[config.mk]
export PLATFORM = sky130hd
export DESIGN_NAME = tsc_scheduler
export DESIGN_NICKNAME = d
export VERILOG_FILES = /design/src/rtl/tsc_pkg.sv /design/src/rtl/tsc_scheduler.sv
export SDC_FILE = /design/constraint.sdc
export NUM_CORES = 1
export LEC_CHECK = 0
export ABC_AREA = 1
export BUFFER_PORTS_ARGS = -buffer_cell sky130_fd_sc_hd__buf_4
export CORE_MARGIN = 4
export CORE_UTILIZATION = 25
export DETAILED_ROUTE_END_ITERATION = 10
export HOLD_SLACK_MARGIN = 0.1
export PLACE_DENSITY = 0.45
export REMOVE_ABC_BUFFERS = 1
export SKIP_CTS_REPAIR_TIMING = 1
export SLEW_MARGIN = 20
export SYNTH_ARGS = -nofsm -noshare
export SYNTH_HDL_FRONTEND = slang
export SYNTH_SLANG_ARGS = --single-unit
[constraint.sdc]
create_clock -name clk_i -period 1.71 [get_ports clk_i]
set_input_delay 0.513 -clock clk_i [delete_from_list [all_inputs] [get_ports clk_i]]
set_output_delay 0.513 -clock clk_i [all_outputs]
set_load 0.02 [all_outputs]
[src/rtl/tsc_pkg.sv]
/*
  Constants, register map and state codes for the temperature conversion scheduler.
  Assumes a 10 MHz system clock; all times are turned into cycle counts here.
*/
package tsc_pkg;
  localparam int CLK_PERIOD_NS   = 100;
  localparam int CONV_TIME_NS    = 40000;
  localparam int PERIOD_TIME_NS  = 400000;
  localparam int PWRUP_TIME_NS   = 4000;
  localparam logic [11:0] CONV_CYC   = 12'((CONV_TIME_NS + CLK_PERIOD_NS - 1) / CLK_PERIOD_NS);
  localparam logic [11:0] PERIOD_CYC = 12'((PERIOD_TIME_NS + CLK_PERIOD_NS - 1) / CLK_PERIOD_NS);
  localparam logic [11:0] PWRUP_CYC  = 12'((PWRUP_TIME_NS + CLK_PERIOD_NS - 1) / CLK_PERIOD_NS);

  // register indexes; byte address is four times the index
  localparam logic [2:0] REG_TEMP    = 3'h0;
  localparam logic [2:0] REG_CONFIG  = 3'h1;
  localparam logic [2:0] REG_HYST    = 3'h2;
  localparam logic [2:0] REG_TRIP    = 3'h3;
  localparam logic [2:0] REG_SECOND_CONFIG_REGISTER = 3'h4;
  localparam logic [2:0] REG_STATUS  = 3'h5;
  localparam logic [2:0] REG_POINTER = 3'h6;
  localparam logic [2:0] REG_DEVADDR = 3'h7;

  // config field positions
  localparam int CFG_SHUTDOWN = 0;
  localparam int CFG_MODE     = 1;
  localparam int CFG_POL      = 2;
  localparam int CFG_FQ_LO    = 3;
  localparam int CFG2_PIN     = 7;

  // values after reset
  localparam logic [4:0] CONFIG_RST  = 5'h00;
  localparam logic       PIN_MODE_RST = 1'b0;
  localparam logic [8:0] TRIP_RST    = 9'h0a0;
  localparam logic [8:0] HYST_RST    = 9'h096;
  localparam logic [2:0] POINTER_RST = 3'h0;
  localparam logic [3:0] BUS_ADDR_HI = 4'h9;

  typedef enum logic [2:0] {
    ST_PART  = 3'b000,
    ST_CONV  = 3'b001,
    ST_FULL  = 3'b010,
    ST_PWRUP = 3'b011,
    ST_READY = 3'b100
  } tsc_state_t;
endpackage

[src/rtl/tsc_scheduler.sv]
/*
  Conversion scheduler, power-mode control and over-temperature indicator, Wishbone slave.
  Assumes a 10 MHz clk_i, synchronous reset, asynchronous pins conv_start_i and addr_sel_i,
  and an analog sample temp_code_i that is valid on the system clock when a conversion ends.
*/
// What this block does
// - reset points pointer at temperature, comparator mode, indicator active low, queue one.
// - default limits 80 and 75 degrees let it work as a thermostat alone.
// - shutdown and pin mode clear: convert every 400 us, partial power-down after each conversion.
// - each periodic conversion lasts 40 us; the rest of the period is powered down.
// - temperature read during a conversion aborts it and starts a new one.
// - such a read returns the last completed result, never a partial one.
// - after a restart the next conversion comes 400 us after the restarted one.
// - read between conversions starts one, then the 400 us cadence resumes.
// - shutdown set gives full power-down with no periodic conversions.
// - in full power-down a write runs exactly one conversion, then powers down.
// - registers stay readable in full power-down.
// - the top bit of the second config register selects pin-triggered mode.
// - in pin mode with shutdown clear only the start pin starts conversions.
// - pin high at conversion end: stay powered, convert on the next falling edge.
// - pin low at conversion end: power down automatically.
// - rising edge from power-down starts 4 us power-up; long pulse converts on falling edge.
// - pulse shorter than 4 us: conversion held off until 4 us after the rise.
// - device address low three bits come from pins, 1001000 to 1001111.
// - setting shutdown also clears the indicator.
// - mode bit: 0 comparator with hysteresis, 1 interrupt cleared by a read.
// - polarity bit: 0 active low, 1 active high.
// - fault queue needs 1, 2, 4 or 6 consecutive faults; a good result resets it.
module tsc_scheduler (
  input  wire logic        clk_i,
  input  wire logic        rst_i,
  input  wire logic [7:0]  wb_adr_i,
  input  wire logic [31:0] wb_dat_i,
  output logic      [31:0] wb_dat_o,
  input  wire logic [3:0]  wb_sel_i,
  input  wire logic        wb_we_i,
  input  wire logic        wb_cyc_i,
  input  wire logic        wb_stb_i,
  output logic             wb_ack_o,
  input  wire logic        conv_start_i,
  input  wire logic [2:0]  addr_sel_i,
  input  wire logic [9:0]  temp_code_i,
  output logic             oti_o,
  output logic             oti_oe_o,
  output logic      [6:0]  dev_addr_o,
  output logic             powered_o,
  output logic             converting_o
);
  tsc_pkg::tsc_state_t state_q, state_d;
  logic [2:0]  cs_sync_q;
  logic [2:0]  asel_m_q, asel_q;
  logic        ack_q;
  logic [31:0] dat_q;
  logic [4:0]  cfg_q;
  logic        pin_mode_q;
  logic [8:0]  trip_q, hyst_q;
  logic [2:0]  pointer_q;
  logic [9:0]  temp_q;
  logic [11:0] conv_cnt_q, period_cnt_q, pwr_cnt_q;
  logic [2:0]  fcnt_q;
  logic        seek_hi_q, ind_q;
  logic        start;
  logic [31:0] rd_word;

  // pin synchronisers; stage 0 feeds stage 1 only
  always_ff @(posedge clk_i)
  begin
    cs_sync_q <= {cs_sync_q[1:0], conv_start_i};
    asel_m_q  <= addr_sel_i;
    asel_q    <= asel_m_q;
  end
  wire cs_level = cs_sync_q[1];
  wire cs_rise  = cs_sync_q[1] & ~cs_sync_q[2];
  wire cs_fall  = ~cs_sync_q[1] & cs_sync_q[2];

  // bus decode
  wire       bus_req  = wb_cyc_i & wb_stb_i & ~ack_q;
  wire       addr_ok  = (wb_adr_i[7:5] == 3'h0);
  wire [2:0] reg_idx  = wb_adr_i[4:2];
  wire       wr_en    = bus_req & wb_we_i & addr_ok;
  wire       rd_en    = bus_req & ~wb_we_i & addr_ok;
  wire       wr_b0    = wr_en & wb_sel_i[0];
  wire       wr_b1    = wr_en & wb_sel_i[1];
  wire       wr_cfg   = wr_b0 & (reg_idx == tsc_pkg::REG_CONFIG);
  wire       temp_rd  = rd_en & (reg_idx == tsc_pkg::REG_TEMP);

  wire       shutdown   = cfg_q[tsc_pkg::CFG_SHUTDOWN];
  wire       int_mode   = cfg_q[tsc_pkg::CFG_MODE];
  wire       polarity   = cfg_q[tsc_pkg::CFG_POL];
  wire [1:0] fq_sel     = cfg_q[tsc_pkg::CFG_FQ_LO +: 2];
  wire       free_mode  = ~shutdown & ~pin_mode_q;
  // old shutdown value, so the write that sets shutdown does not itself wake the part
  wire       wake_write = wr_en & shutdown;
  wire       restart_rd = temp_rd & free_mode;
  wire       conv_done  = (state_q == tsc_pkg::ST_CONV) && (conv_cnt_q == tsc_pkg::CONV_CYC - 12'h001);
  wire       conv_ok    = conv_done & ~restart_rd;
  wire       period_tick = (period_cnt_q == tsc_pkg::PERIOD_CYC - 12'h001);
  wire       pwr_done   = (state_q == tsc_pkg::ST_PWRUP) && (pwr_cnt_q == tsc_pkg::PWRUP_CYC - 12'h001);
  wire       shut_entry = wr_cfg & wb_dat_i[tsc_pkg::CFG_SHUTDOWN] & ~shutdown;

  // fault queue and limit compare
  wire [2:0] fq_need  = (fq_sel == 2'h0) ? 3'h1 : (fq_sel == 2'h1) ? 3'h2 : (fq_sel == 2'h2) ? 3'h4 : 3'h6;
  wire signed [8:0] t9 = $signed(temp_code_i[9:1]);
  wire       fault_hit = seek_hi_q ? (t9 > $signed(trip_q)) : (t9 < $signed(hyst_q));
  wire [2:0] fcnt_inc  = fcnt_q + 3'h1;
  wire       fire      = conv_ok & fault_hit & (fcnt_inc == fq_need);

  always_comb
  begin
    state_d = state_q;
    start   = 1'b0;
    case (state_q)
      tsc_pkg::ST_PART:
        if (shutdown)
          state_d = tsc_pkg::ST_FULL;
        else if (pin_mode_q)
        begin
          if (cs_rise)
            state_d = tsc_pkg::ST_PWRUP;
        end
        else if (period_tick | restart_rd)
          start = 1'b1;
      tsc_pkg::ST_CONV:
        if (restart_rd)
          start = 1'b1;
        else if (conv_done)
        begin
          if (shutdown)
            state_d = tsc_pkg::ST_FULL;
          else if (pin_mode_q && cs_level)
            state_d = tsc_pkg::ST_READY;
          else
            state_d = tsc_pkg::ST_PART;
        end
      tsc_pkg::ST_FULL:
        if (wake_write)
          start = 1'b1;
        else if (!shutdown)
          state_d = tsc_pkg::ST_PART;
      tsc_pkg::ST_PWRUP:
        if (shutdown)
          state_d = tsc_pkg::ST_FULL;
        else if (pwr_done)
        begin
          if (cs_level)
            state_d = tsc_pkg::ST_READY;
          else
            start = 1'b1;
        end
      tsc_pkg::ST_READY:
        if (shutdown)
          state_d = tsc_pkg::ST_FULL;
        else if (!pin_mode_q)
          state_d = tsc_pkg::ST_PART;
        else if (cs_fall)
          start = 1'b1;
      default:
        state_d = tsc_pkg::ST_PART;
    endcase
    if (start)
      state_d = tsc_pkg::ST_CONV;
  end

  // scheduler and timers
  always_ff @(posedge clk_i)
  begin
    if (rst_i)
    begin
      state_q      <= tsc_pkg::ST_PART;
      conv_cnt_q   <= 12'h000;
      period_cnt_q <= 12'h000;
      pwr_cnt_q    <= 12'h000;
    end
    else
    begin
      state_q      <= state_d;
      conv_cnt_q   <= start ? 12'h000 : conv_cnt_q + 12'h001;
      // every start restarts the period, so cadence follows the latest conversion
      period_cnt_q <= (start | period_tick) ? 12'h000 : period_cnt_q + 12'h001;
      pwr_cnt_q    <= (state_q == tsc_pkg::ST_PWRUP) ? pwr_cnt_q + 12'h001 : 12'h000;
    end
  end

  // result and indicator
  always_ff @(posedge clk_i)
  begin
    if (rst_i)
    begin
      temp_q    <= 10'h000;
      fcnt_q    <= 3'h0;
      seek_hi_q <= 1'b1;
      ind_q     <= 1'b0;
    end
    else
    begin
      if (conv_ok)
        temp_q <= temp_code_i;
      if (shut_entry)
      begin
        fcnt_q    <= 3'h0;
        seek_hi_q <= 1'b1;
        ind_q     <= 1'b0;
      end
      else
      begin
        if (conv_ok)
          fcnt_q <= (fault_hit & ~fire) ? fcnt_inc : 3'h0;
        if (fire)
        begin
          seek_hi_q <= ~seek_hi_q;
          ind_q     <= int_mode ? 1'b1 : seek_hi_q;
        end
        else if (int_mode & rd_en)
          ind_q <= 1'b0;
      end
    end
  end

  // registers
  always_ff @(posedge clk_i)
  begin
    if (rst_i)
    begin
      cfg_q      <= tsc_pkg::CONFIG_RST;
      pin_mode_q <= tsc_pkg::PIN_MODE_RST;
      trip_q     <= tsc_pkg::TRIP_RST;
      hyst_q     <= tsc_pkg::HYST_RST;
      pointer_q  <= tsc_pkg::POINTER_RST;
    end
    else
    begin
      if (wr_cfg)
        cfg_q <= wb_dat_i[4:0];
      if (wr_b0 && reg_idx == tsc_pkg::REG_SECOND_CONFIG_REGISTER)
        pin_mode_q <= wb_dat_i[tsc_pkg::CFG2_PIN];
      if (wr_b0 && reg_idx == tsc_pkg::REG_TRIP)
        trip_q[7:0] <= wb_dat_i[7:0];
      if (wr_b1 && reg_idx == tsc_pkg::REG_TRIP)
        trip_q[8] <= wb_dat_i[8];
      if (wr_b0 && reg_idx == tsc_pkg::REG_HYST)
        hyst_q[7:0] <= wb_dat_i[7:0];
      if (wr_b1 && reg_idx == tsc_pkg::REG_HYST)
        hyst_q[8] <= wb_dat_i[8];
      if (wr_b0 && reg_idx == tsc_pkg::REG_POINTER)
        pointer_q <= wb_dat_i[2:0];
    end
  end

  // read mux; reads are served in every power state, and the status register reports state_q
  always_comb
  begin
    case (reg_idx)
      tsc_pkg::REG_TEMP:    rd_word = {22'h0, temp_q};
      tsc_pkg::REG_CONFIG:  rd_word = {27'h0, cfg_q};
      tsc_pkg::REG_HYST:    rd_word = {23'h0, hyst_q};
      tsc_pkg::REG_TRIP:    rd_word = {23'h0, trip_q};
      tsc_pkg::REG_SECOND_CONFIG_REGISTER: rd_word = {24'h0, pin_mode_q, 7'h0};
      tsc_pkg::REG_STATUS:  rd_word = {26'h0, ind_q, seek_hi_q, 1'b0, state_q};
      tsc_pkg::REG_POINTER: rd_word = {29'h0, pointer_q};
      tsc_pkg::REG_DEVADDR: rd_word = {25'h0, tsc_pkg::BUS_ADDR_HI, asel_q};
      default:              rd_word = 32'h0;
    endcase
  end

  always_ff @(posedge clk_i)
  begin
    if (rst_i)
    begin
      ack_q <= 1'b0;
      dat_q <= 32'h0;
    end
    else
    begin
      ack_q <= bus_req;
      if (bus_req & ~wb_we_i)
        dat_q <= addr_ok ? rd_word : 32'h0;
    end
  end

  assign wb_ack_o     = ack_q;
  assign wb_dat_o     = dat_q;
  assign dev_addr_o   = {tsc_pkg::BUS_ADDR_HI, asel_q};
  // open drain: only ever pulls low, enable marks the low level
  assign oti_o        = 1'b0;
  assign oti_oe_o     = ind_q ^ polarity;
  assign powered_o    = (state_q != tsc_pkg::ST_PART) && (state_q != tsc_pkg::ST_FULL);
  assign converting_o = (state_q == tsc_pkg::ST_CONV);

  // helper for the length check: counts converting cycles apart from conv_cnt_q
  logic [11:0] run_len_q;
  always_ff @(posedge clk_i)
  begin
    if (rst_i || !converting_o || restart_rd)
      run_len_q <= 12'h000;
    else
      run_len_q <= run_len_q + 12'h001;
  end
endmodule // tsc_scheduler

---- Yosys cells after proc, flatten, opt, wreduce, memory -nomap -nowiden ----
Cells that the tools add are included.
storage, ports and cells
  flip-flop bits (word level) ............. 123
  input bits .............................. 63
  output and inout bits ................... 44
  word-level logic and storage cells ...... 158
operators by class
  add/subtract/negate cells ............... 4
  magnitude comparators ................... 2
  equality and inequality tests ........... 36
  multiplexer cells ....................... 38
  bitwise gates (word level) .............. 35
  reduce and logical (&&, ||, !) cells .... 22
operators by type and width
  cell                   number
  $pmux 32 s8            1
  $mux 3                 17
  $add 12x1->12 const B  3
  $mux 32                1
  $ne 3x3->1 const B     8
  $and 1x1->1            22
  $ne 4x4->1 const B     5
  $reduce_and 9->1       2
  $mux 1                 16
  $eq 3x3->1 const B     5
  $pmux 3 s5             1
  $eq 12x12->1 const B   1
  $eq 12x6->1 const B    1
  $eq 12x9->1 const B    1
  $eq 3x2->1 const B     4
  $logic_and 1x1->1      10
  $not 1->1              10
  $gt 9x9->1             1
  $logic_not 3->1        3
  $lt 9x9->1             1
  $reduce_or 2->1        4
  $eq 3x1->1 const B     2
  $ne 2x2->1 const B     3
  $pmux 1 s5             1
  13 further kinds       14

---- Logic depth before layout (Yosys ltp) ----
Gate-level depths: netlist of run 1.
  depth in word-level cells ............... 13
  depth in mapped cells ................... 15
  gate-level depth less buffers ........... 15

---- Worst setup path after synthesis of run 1 ----
Ideal clock, no wire load.
  kind .................................... input port to flip-flop
  start point ............................. in wb_adr_i[3]
  end point ............................... reg conv_cnt_q[9]
  library setup time ...................... 120 ps
  arrival ................................. 1,702 ps
  required time ........................... 1,590 ps
  path slack .............................. -112 ps
  stages .................................. 10
  buffers on the path ..................... 2
  cells stage by stage .................... buf_2 -> nor3_4 -> inv_2 -> nor2_4 -> nand3_1 -> nand3_2 -> nor2_4 -> inv_2 -> buf_6 -> nor3b_2
between the ends
  cells in the longest elaborated chain, start to end .. 9
  elaborated cells on any way between the ends .. 10
  those cells by class .................... mux: 5; bitwise: 3; reduce/logical: 2
RTL lines
  element                               RTL line              RTL
  from (decl)                           tsc_scheduler.sv:32   input wire logic [7:0] wb_adr_i,
  $logic_not 3->1 (*)                   tsc_scheduler.sv:85   wire temp_rd = rd_en & (reg_idx == tsc_pkg::REG_TEMP);
  $and 1x1->1 (*)                       tsc_scheduler.sv:85
  $and 1x1->1 (*)                       tsc_scheduler.sv:94   wire restart_rd = temp_rd & free_mode;
  $or 1x1->1                            tsc_scheduler.sv:121  else if (period_tick | restart_rd)
  $mux 1                                tsc_scheduler.sv:121
  $mux 1                                tsc_scheduler.sv:116  else if (pin_mode_q)
  $mux 1                                tsc_scheduler.sv:114  if (shutdown)
  $pmux 1 s5 (*)                        tsc_scheduler.sv:112  case (state_q)
  $reduce_or 2->1 (no source line) (*)  --
  to (signal assigned)                  tsc_scheduler.sv:177  conv_cnt_q <= start ? 12'h000 : conv_cnt_q + 12'h001;
  to (decl)                             tsc_scheduler.sv:59   logic [11:0] conv_cnt_q, period_cnt_q, pwr_cnt_q;
Mark *: on every way between the ends. The rest lies on a longest branch, timed or not.
A chain may end at the register's enable or synchronous reset.

---- Worst setup path after layout of run 1 ----
  start point ............................. reg state_q[2]
  end point ............................... out converting_o
between the ends
  cells in the longest elaborated chain, start to end .. 1
RTL lines
  element                 RTL line              RTL
  from (decl)             tsc_scheduler.sv:49   tsc_pkg::tsc_state_t state_q, state_d;
  from (signal assigned)  tsc_scheduler.sv:169  state_q <= tsc_pkg::ST_PART;
  from (signal assigned)  tsc_scheduler.sv:176  state_q <= state_d;
  $eq 3x1->1              tsc_scheduler.sv:287  assign converting_o = (state_q == tsc_pkg::ST_CONV);
  to (decl)               tsc_scheduler.sv:47   output logic converting_o
Every way passes these cells.

==> flow_summary.json, run 1 <==
{
  "yosysMostFrequentCell": "nand2_1",
  "rrSetupSlack_ns": 0.05,
  "synth_async_sr_flop_share_pct": 0,
  "path_clk_slew_ns": 0.07,
  "initial_core_util_pct": 25.4,
  "area_growth_pct": 45.2,
  "cts.path.max_buffers": 2,
  "cp-end-kind": "output pin",
  "rows": 52,
  "cp_max_fo": 4,
  "cpPeakStageDelay_ns": 0.33,
  "via_per_inst": 4.26,
  "stdcell_count": 1125,
  "min_path_type": "input pin to register",
  "drc": 0,
  "cts_root_buf": "clkbuf_16",
  "num_io_pins": 107,
  "synthMuxAreaShare_pct": 0,
  "dr.max_layer_used": "met4",
  "ys_ff_latch": 101,
  "drt_pre_antenna_iters": 4,
  "netlist_top_cells_count": "nand2_1 (111), dfxtp_1 (101), inv_1 (94), a21oi_1 (69), nor2_1 (65)",
  "grt_pass1_vias": 4337,
  "die_h_um": 151,
  "ir_worst_vdd_uv": 462,
  "placed_area_mm2": 0.00638,
  "final_nets": 934,
  "wl_met3_um": 682,
  "num-fill-cells": 2118,
  "min_to": "cs_sync_q[0]",
  "grt_pass1_wl_mm": 22.1,
  "drt_first_iter_violations": 162,
  "cp_data_arrival_time_ns": 1.24,
  "whs_ns": 0.255,
  "min_period_ns": 1.75,
  "hp-start": "conv_start_i",
  "core_area_mm2": 0.0202,
  "finalInstanceArea_mm2": 0.00747,
  "synth_area_mm2": 0.00514,
  "grt_start_max_net_pins": 18,
  "fin_skew_ns": 0.00749,
  "synth_edf_count": 0,
  "dp_cells": 1094,
  "yosysUniqueCellTypes": 43,
  "violations": "negative setup slack",
  "gr-total-overflow": 0,
  "drive_above_1_share_pct": 38.5,
  "wl_mm": 14.8,
  "avgRoutedWirePerCell_um": 13.1,
  "synth_area_per_cell_um2": 7.41,
  "diodes": 0,
  "path_class": "register to output pin",
  "setup_viol": 1,
  "synth-xor-area-share_pct": 1.87,
  "timing.final.crit_share_pct": 102,
  "tns_ns": -0.0419,
  "hold_depth": 1,
  "htree_levels": 3,
  "antenna_found_initial": 0,
  "tritoncts": "yes",
  "dr_wl_met2_mm": 7.25,
  "yosysTopAreaCell": "dfxtp_1",
  "crit_chain": "inv_2 > nand2_2 > nor2_4 > buf_6 > buf_6",
  "cpMostUsedCell": "buf_6",
  "reg2reg_depth": 12,
  "syn_inst": 694,
  "synth_top_family_by_area": "simple AND/OR/NAND/NOR gates",
  "routabilityCongestion": 0.833,
  "die_area_mm2": 0.0229,
  "multi_input_area_mm2": 0.00315,
  "slowest_stage": "dfxtp_2",
  "timing.final.ws_setup_ns": -0.0419,
  "yosysWarnings": 0,
  "dominantRegCellSynth": "dfxtp_1",
  "vias": 4797,
  "yosys.area_share.adder_pct": 5.11,
  "ant_nets": 0,
  "dp_hpwl_mm": 11.2,
  "synth.area.top_cells": "dfxtp_1 (39%), nand2_1 (8.1%), inv_1 (6.9%), a21oi_1 (6.7%), ha_1 (5.1%)",
  "synthSimpleGateAreaFrac_pct": 24.9,
  "yosysTopAreaCellShare_pct": 39.3,
  "critPathLaunchType": "register",
  "grt_setup_unrepaired": "true",
  "drv_cap": 0,
  "wl_met1_mm": 6.62,
  "hold_viol": 0,
  "cts_made_buffers": 9,
  "io_buffers": 52,
  "r2r_end": "period_cnt_q[2]",
  "status": "complete, but fails checks",
  "clock_latency_ns": 0.36,
  "r2r_start": "state_q[2]",
  "maxSlewViolCount": 0,
  "seq_area_frac_synth_pct": 39.3,
  "power.leakage_uw": 0.00312,
  "power_density_mw_per_mm2": 673,
  "synth_compound_area_share_pct": 15.9,
  "cts.sinks": 101,
  "fp.dieW_um": 151,
  "regArea_mm2": 0.00205,
  "grt_use_total_pct": 12.6,
  "fmax_mhz": 571,
  "required_ns": 1.20
}
area by class of cell:
class / count / share of cell area, %
clock buffer: 9 / 3.02
clock inverter: 7 / 0.988
inverter: 100 / 5.09
multi-input combinational: 479 / 42.2
sequential: 101 / 27.5
tap: 270 / 4.52
timing repair buffer: 158 / 16.6
timing repair inverter: 1 / 0.117
flip-flops by register name, indices dropped and copies added, names as in the netlist, 3 cells and up:
name and count:
hyst_q 9, cs_sync_q 3, fcnt_q 3, cfg_q 5, state_q 3, asel_q 3
conv_cnt_q 12, pwr_cnt_q 12, wb_dat_o 10, temp_q 10, trip_q 9, period_cnt_q 12
asel_m_q 3, pointer_q 3
cell families after synthesis:
family	Yosys count
and+or+nand+nor	272
AOI/OAI and AO/OA	147
buffers and inverters	140
DFF	101
adders and majority gates	21
xor gates and xnor gates	11
other	2
how the worst max path moves through the flow:
| stage | slack (ns) | start | end | depth (start not counted) |
|---|---|---|---|---|
| 2_1_floorplan | -0.18 | state_q[2] | ind_q | 8 |
| 3_3_place_gp | -0.37 | temp_code_i[9] | ind_q | 12 |
| 3_5_place_dp | -0.36 | temp_code_i[9] | ind_q | 11 |
| 4_1_cts | -0.32 | state_q[2] | converting_o | 5 |
| 5_1_grt | -0.09 | state_q[2] | converting_o | 5 |
| 6_report | -0.04 | state_q[2] | converting_o | 5 |
power breakdown:
part	switching, uW	internal [uW]	total [uW]
Combinational	307	222	529
Clock	969	1140	2110
Sequential	18.4	2370	2390
layer usage:
metal	track usage, %	vias to the layer above
met3	3.02	15
met2	21.0	81
met5	0	-
met1	16.1	2156
met4	4.03	0
li1	-	2545
placed cells by master (no fill, tap or decap), types with 9 or more instances in the layout:
master	n
a21oi_1	61
buf_4	144
buf_6	14
clkbuf_16	9
conb_1	27
dfxtp_1	81
dfxtp_2	17
ha_4	16
inv_1	79
inv_2	19
nand2_1	91
nand2_2	18
nand3_1	29
nand3_2	9
nand4_1	11
nor2_1	39
nor2_2	19
nor2_4	14
nor3_1	12
o21ai_0	41
through the flow:
stage / power [uW] / util (%) / worst slack (ns)
3_3_place_gp: 2890 / 31.5 / -0.366
4_1_cts: 5020 / 33.0 / -0.318
5_1_grt: 5250 / 36.9 / -0.0859
3_5_place_dp: 2890 / 31.5 / -0.360
6_report: 5030 / 36.9 / -0.0419
2_1_floorplan: 2650 / - / -0.181
critical path, delay by kind of cell, from the launching register on:
kind	cells	cell delay (ns)
DFF	1	0.33
and+or+nand+nor	2	0.23
buffers and inverters	3	0.32
No activity file was read; power rests on OpenSTA's default activity.
==> inputs of run 2 (changes only) <==
GPL_ROUTABILITY_DRIVEN = 0   (was default)
REMOVE_ABC_BUFFERS = default   (was 1)
==> run 2 against run 1 <==
Via count is 1.6% higher. Wire length grew 4.1%. Largest cell class unchanged. First-iteration DRC count is 45% higher. Register-to-register slack lost 0.04 ns. Cell count rose by 1.1%. The run now ends clean. Hold slack improved by 0.0064 ns. Largest power group unchanged.
==> flow_summary.json, run 2 (synthesis results as in run 1) <==
{
  "drv_cap": 0,
  "avgRoutedWirePerCell_um": 13.5,
  "final_nets": 946,
  "grt_pass1_vias": 4459,
  "reg_top3": "conv_cnt_q (12), period_cnt_q (12), pwr_cnt_q (12)",
  "drive_above_1_share_pct": 40.1,
  "path_clk_slew_ns": 0.07,
  "reg2reg_depth": 10,
  "htree_levels": 3,
  "diodes": 0,
  "post-place-ws_ns": -0.357,
  "rows": 52,
  "grt_pass1_wl_mm": 23.2,
  "tritoncts": "yes",
  "wl_mm": 15.4,
  "clock_latency_ns": 0.36,
  "cp-end-kind": "output pin",
  "grt_use_total_pct": 13.1,
  "core_area_mm2": 0.0202,
  "gr-total-overflow": 0,
  "hold_depth": 1,
  "hold_viol": 0,
  "dp_hpwl_mm": 11.7,
  "cts_made_buffers": 9,
  "critPathLaunchType": "register",
  "timing.final.ws_setup_ns": 0.00861,
  "fp.dieW_um": 151,
  "vias": 4876,
  "drt_first_iter_violations": 235,
  "cp_max_fo": 7,
  "ir_worst_vdd_uv": 412,
  "cp_data_arrival_time_ns": 1.19,
  "path_class": "register to output pin",
  "area_growth_pct": 47.6,
  "fin_skew_ns": 0.0173,
  "die_area_mm2": 0.0229,
  "ant_nets": 0,
  "drc": 0,
  "num-fill-cells": 2123,
  "min_period_ns": 1.70,
  "cts_root_buf": "clkbuf_16",
  "setup_viol": 0,
  "layout_commonest_cell": "buf_4",
  "power_density_mw_per_mm2": 649,
  "num_io_pins": 107,
  "timing.final.crit_share_pct": 99.5,
  "grt_start_max_net_pins": 24,
  "antenna_found_initial": 1,
  "maxSlewViolCount": 0,
  "fmax_mhz": 588,
  "cts.path.max_buffers": 2,
  "drt_pre_antenna_iters": 4,
  "tns_ns": 0,
  "initial_core_util_pct": 25.4,
  "via_per_inst": 4.29,
  "status": "finished, final reports clean",
  "die_h_um": 151,
  "most-common-layout-cells": "buf_4 (160), nand2_1 (93), dfxtp_1 (80), inv_1 (78), a21oi_1 (59)",
  "required_ns": 1.20,
  "min_path_type": "input pin to register",
  "power.leakage_uw": 0.00318,
  "cts.sinks": 101,
  "io_buffers": 52,
  "grt_setup_unrepaired": "true"
}
==> run 2: metal layers <==
metal  global-route usage, %  share of wire [%]
met5                       0               0.13
met4                    3.81                1.0
met3                    3.53                5.5
met2                    21.2                 49
met1                    17.1                 45
==> run 2: worst max-delay path, stage by stage (launching register included) <==
cell and delay, ns:
dfxtp_4 0.41, nand2_4 0.07, nor2_4 0.12, buf_6 0.12
buf_6 0.11
==> run 2: worst paths after layout <==
check             endpoint            start  slack, ns
max reg2reg  conv_cnt_q[3]  period_cnt_q[1]      0.009
min reg2reg      asel_q[2]      asel_m_q[2]       0.33
max           converting_o       state_q[0]      0.009
min            asel_m_q[0]    addr_sel_i[0]       0.26
==> run 2: layout make-up <==
class,count,area [um^2],area share [%]
Clock buffer,13,260,3.43
Inverter,100,383,5.04
Multi-Input combinational cell,479,3190,42.0
Timing Repair Buffer,170,1340,17.7
Timing Repair inverter,1,11.3,0.148
Tap cell,270,338,4.45
Clock inverter,3,20.0,0.264
Sequential cell,101,2050,27.0
==> run 2: report_power, final <==
part	internal, uW	switching, uW	total (uW)
clock network	1070	911	1980
registers	2380	18.8	2390
logic	234	319	553
total	3680	1250	4930
==> run 2: stage by stage <==
step / cell area, um^2 / cells / power [uW] / util, % / hold WS (ns)
CTS: 6790 / 1117 / 4900 / 33.5 / 0.243
global route: 7590 / 1137 / 5120 / 37.5 / 0.243
global placement: 6500 / 1101 / 2890 / 32.1 / 0.310
floorplan: 5280 / 719 / 2720 / - / 0.310
detailed placement: 6500 / 1101 / 2890 / 32.1 / 0.312
finish: 7590 / 1137 / 4930 / 37.5 / 0.261
==> inputs of run 3 (changes only) <==
CORE_UTILIZATION = 30   (was 25)
PLACE_DENSITY = 0.52   (was 0.45)
==> run 3 against run 2 <==
Critical path type unchanged. The flow now finishes with violations (negative setup slack). Critical path depth stayed put. Clock skew is 0.0054 ns lower. Core utilization is 7.5 points higher. Worst setup slack worse by 0.058 ns. Clock power is 20% higher. Fmax is 3.3% lower. Total power is 7.6% higher. Via count is 1.3% higher. Flip-flop and latch count stayed put. Clock-buffer cell count is 3 lower.
==> flow_summary.json, run 3 (synthesis results as in run 1) <==
{
  "status": "complete, but fails checks",
  "violations": "negative setup slack",
  "core_area_mm2": 0.0167,
  "ir_worst_vdd_uv": 572,
  "cpPeakStageDelay_ns": 0.35,
  "tritoncts": "yes",
  "pwr-share-seq_pct": 45.2,
  "required_ns": 1.20,
  "die_area_mm2": 0.0193,
  "grt_setup_unrepaired": "true",
  "fp.dieW_um": 139,
  "avgRoutedWirePerCell_um": 13.6,
  "drt_pre_antenna_iters": 5,
  "sw_frac_of_total_pct": 23.9,
  "drive_above_1_share_pct": 38.0,
  "ant_nets": 0,
  "cp_data_arrival_time_ns": 1.25,
  "post-place-ws_ns": -0.348,
  "vias": 4937,
  "setup_viol": 1,
  "cts_made_buffers": 9,
  "whs_ns": 0.253,
  "gr-total-overflow": 0,
  "num-fill-cells": 1690,
  "timing.final.crit_share_pct": 103,
  "p_switching_uw": 1270,
  "cp-end-kind": "output pin",
  "reg_top3": "conv_cnt_q (12), period_cnt_q (12), pwr_cnt_q (12)",
  "grt_pass1_wl_mm": 22.5,
  "fmax_mhz": 568,
  "timing.final.ws_setup_ns": -0.0495,
  "cpMostUsedCell": "buf_6",
  "io_buffers": 52,
  "drv_cap": 0,
  "via_per_inst": 4.56,
  "power_uw": 5300,
  "initial_core_util_pct": 30.8,
  "min_path_type": "input pin to register",
  "critPathLaunchType": "register",
  "clock_latency_ns": 0.36,
  "grt_pass1_vias": 4424,
  "cts_root_buf": "clkbuf_16",
  "drc": 0,
  "power_density_mw_per_mm2": 706,
  "area_growth_pct": 46.1,
  "fin_skew_ns": 0.0119,
  "diodes": 0,
  "p_int_uw": 4030,
  "cp.buffers_inverters": 3,
  "path_class": "register to output pin",
  "most-common-layout-cells": "buf_4 (152), nand2_1 (87), dfxtp_1 (86), inv_1 (76), a21oi_1 (63)",
  "path_clk_slew_ns": 0.07,
  "path_delay_family": "buffers and inverters",
  "pwr-share-clk_pct": 44.9,
  "grt_use_total_pct": 14.4,
  "wl_mm": 14.7,
  "layout_commonest_cell": "buf_4",
  "cp_max_fo": 5,
  "cts.sinks": 101,
  "crit_chain": "buf_4 > nor2_4 > buf_6 > buf_6",
  "maxSlewViolCount": 0,
  "num_io_pins": 107,
  "hold_viol": 0,
  "antenna_found_initial": 0,
  "final_nets": 942,
  "min_period_ns": 1.76,
  "drt_first_iter_violations": 201,
  "power.leakage_uw": 0.00315,
  "cts.path.max_buffers": 2,
  "slowest_stage": "dfxtp_2",
  "p_comb_share_pct": 9.9,
  "rows": 47,
  "die_h_um": 139,
  "grt_start_max_net_pins": 17,
  "dp_hpwl_mm": 10.9,
  "htree_levels": 3
}
-- run 3: path summary, 6_finish.rpt --
path,from,depth (start not counted),end,slack [ns]
max,state_q[1],4,converting_o,-0.05
min,addr_sel_i[2],1,asel_m_q[2],0.25
max reg2reg,hyst_q[7],13,ind_q,0.07
min reg2reg,asel_m_q[0],0,asel_q[0],0.33
-- run 3: cell type report --
type                    count  area (um^2)  area share (%)
multi-input cells         479         3110            41.4
flip-flops and latches    101         2040            27.2
repair buffers            167         1360            18.2
inverters                 100          380            5.06
well taps                 220          275            3.66
clock buffers              10          229            3.05
clock inverters             6          111            1.48
-- run 3: layer usage --
layer	part of all wire, %	GRT usage (%)	up-vias
met2	45	22.2	112
met3	4.9	2.90	15
met4	1.4	4.63	0
met5	0	0	-
met1	48	20.3	2244
li1	-	-	2566
-- run 3: per-stage QoR --
stage	util, %	std cells	area (um^2)	setup TNS (ns)
global route	45.0	1083	7510	-0.534
detailed placement	38.4	1048	6410	-15.21
CTS	40.4	1064	6750	-2.36
finish	45.0	1083	7510	-0.0495
global placement	38.4	1048	6410	-14.24
floorplan	-	719	5280	-0.00989
-- run 3: power by group through the flow --
stage / logic (uW) / registers [uW] / clock network, uW
floorplan: 274 / 2450 / 0
global placement: 448 / 2440 / 0
detailed placement: 450 / 2440 / 0
CTS: 452 / 2390 / 2440
global route: 581 / 2400 / 2530
finish: 526 / 2400 / 2380
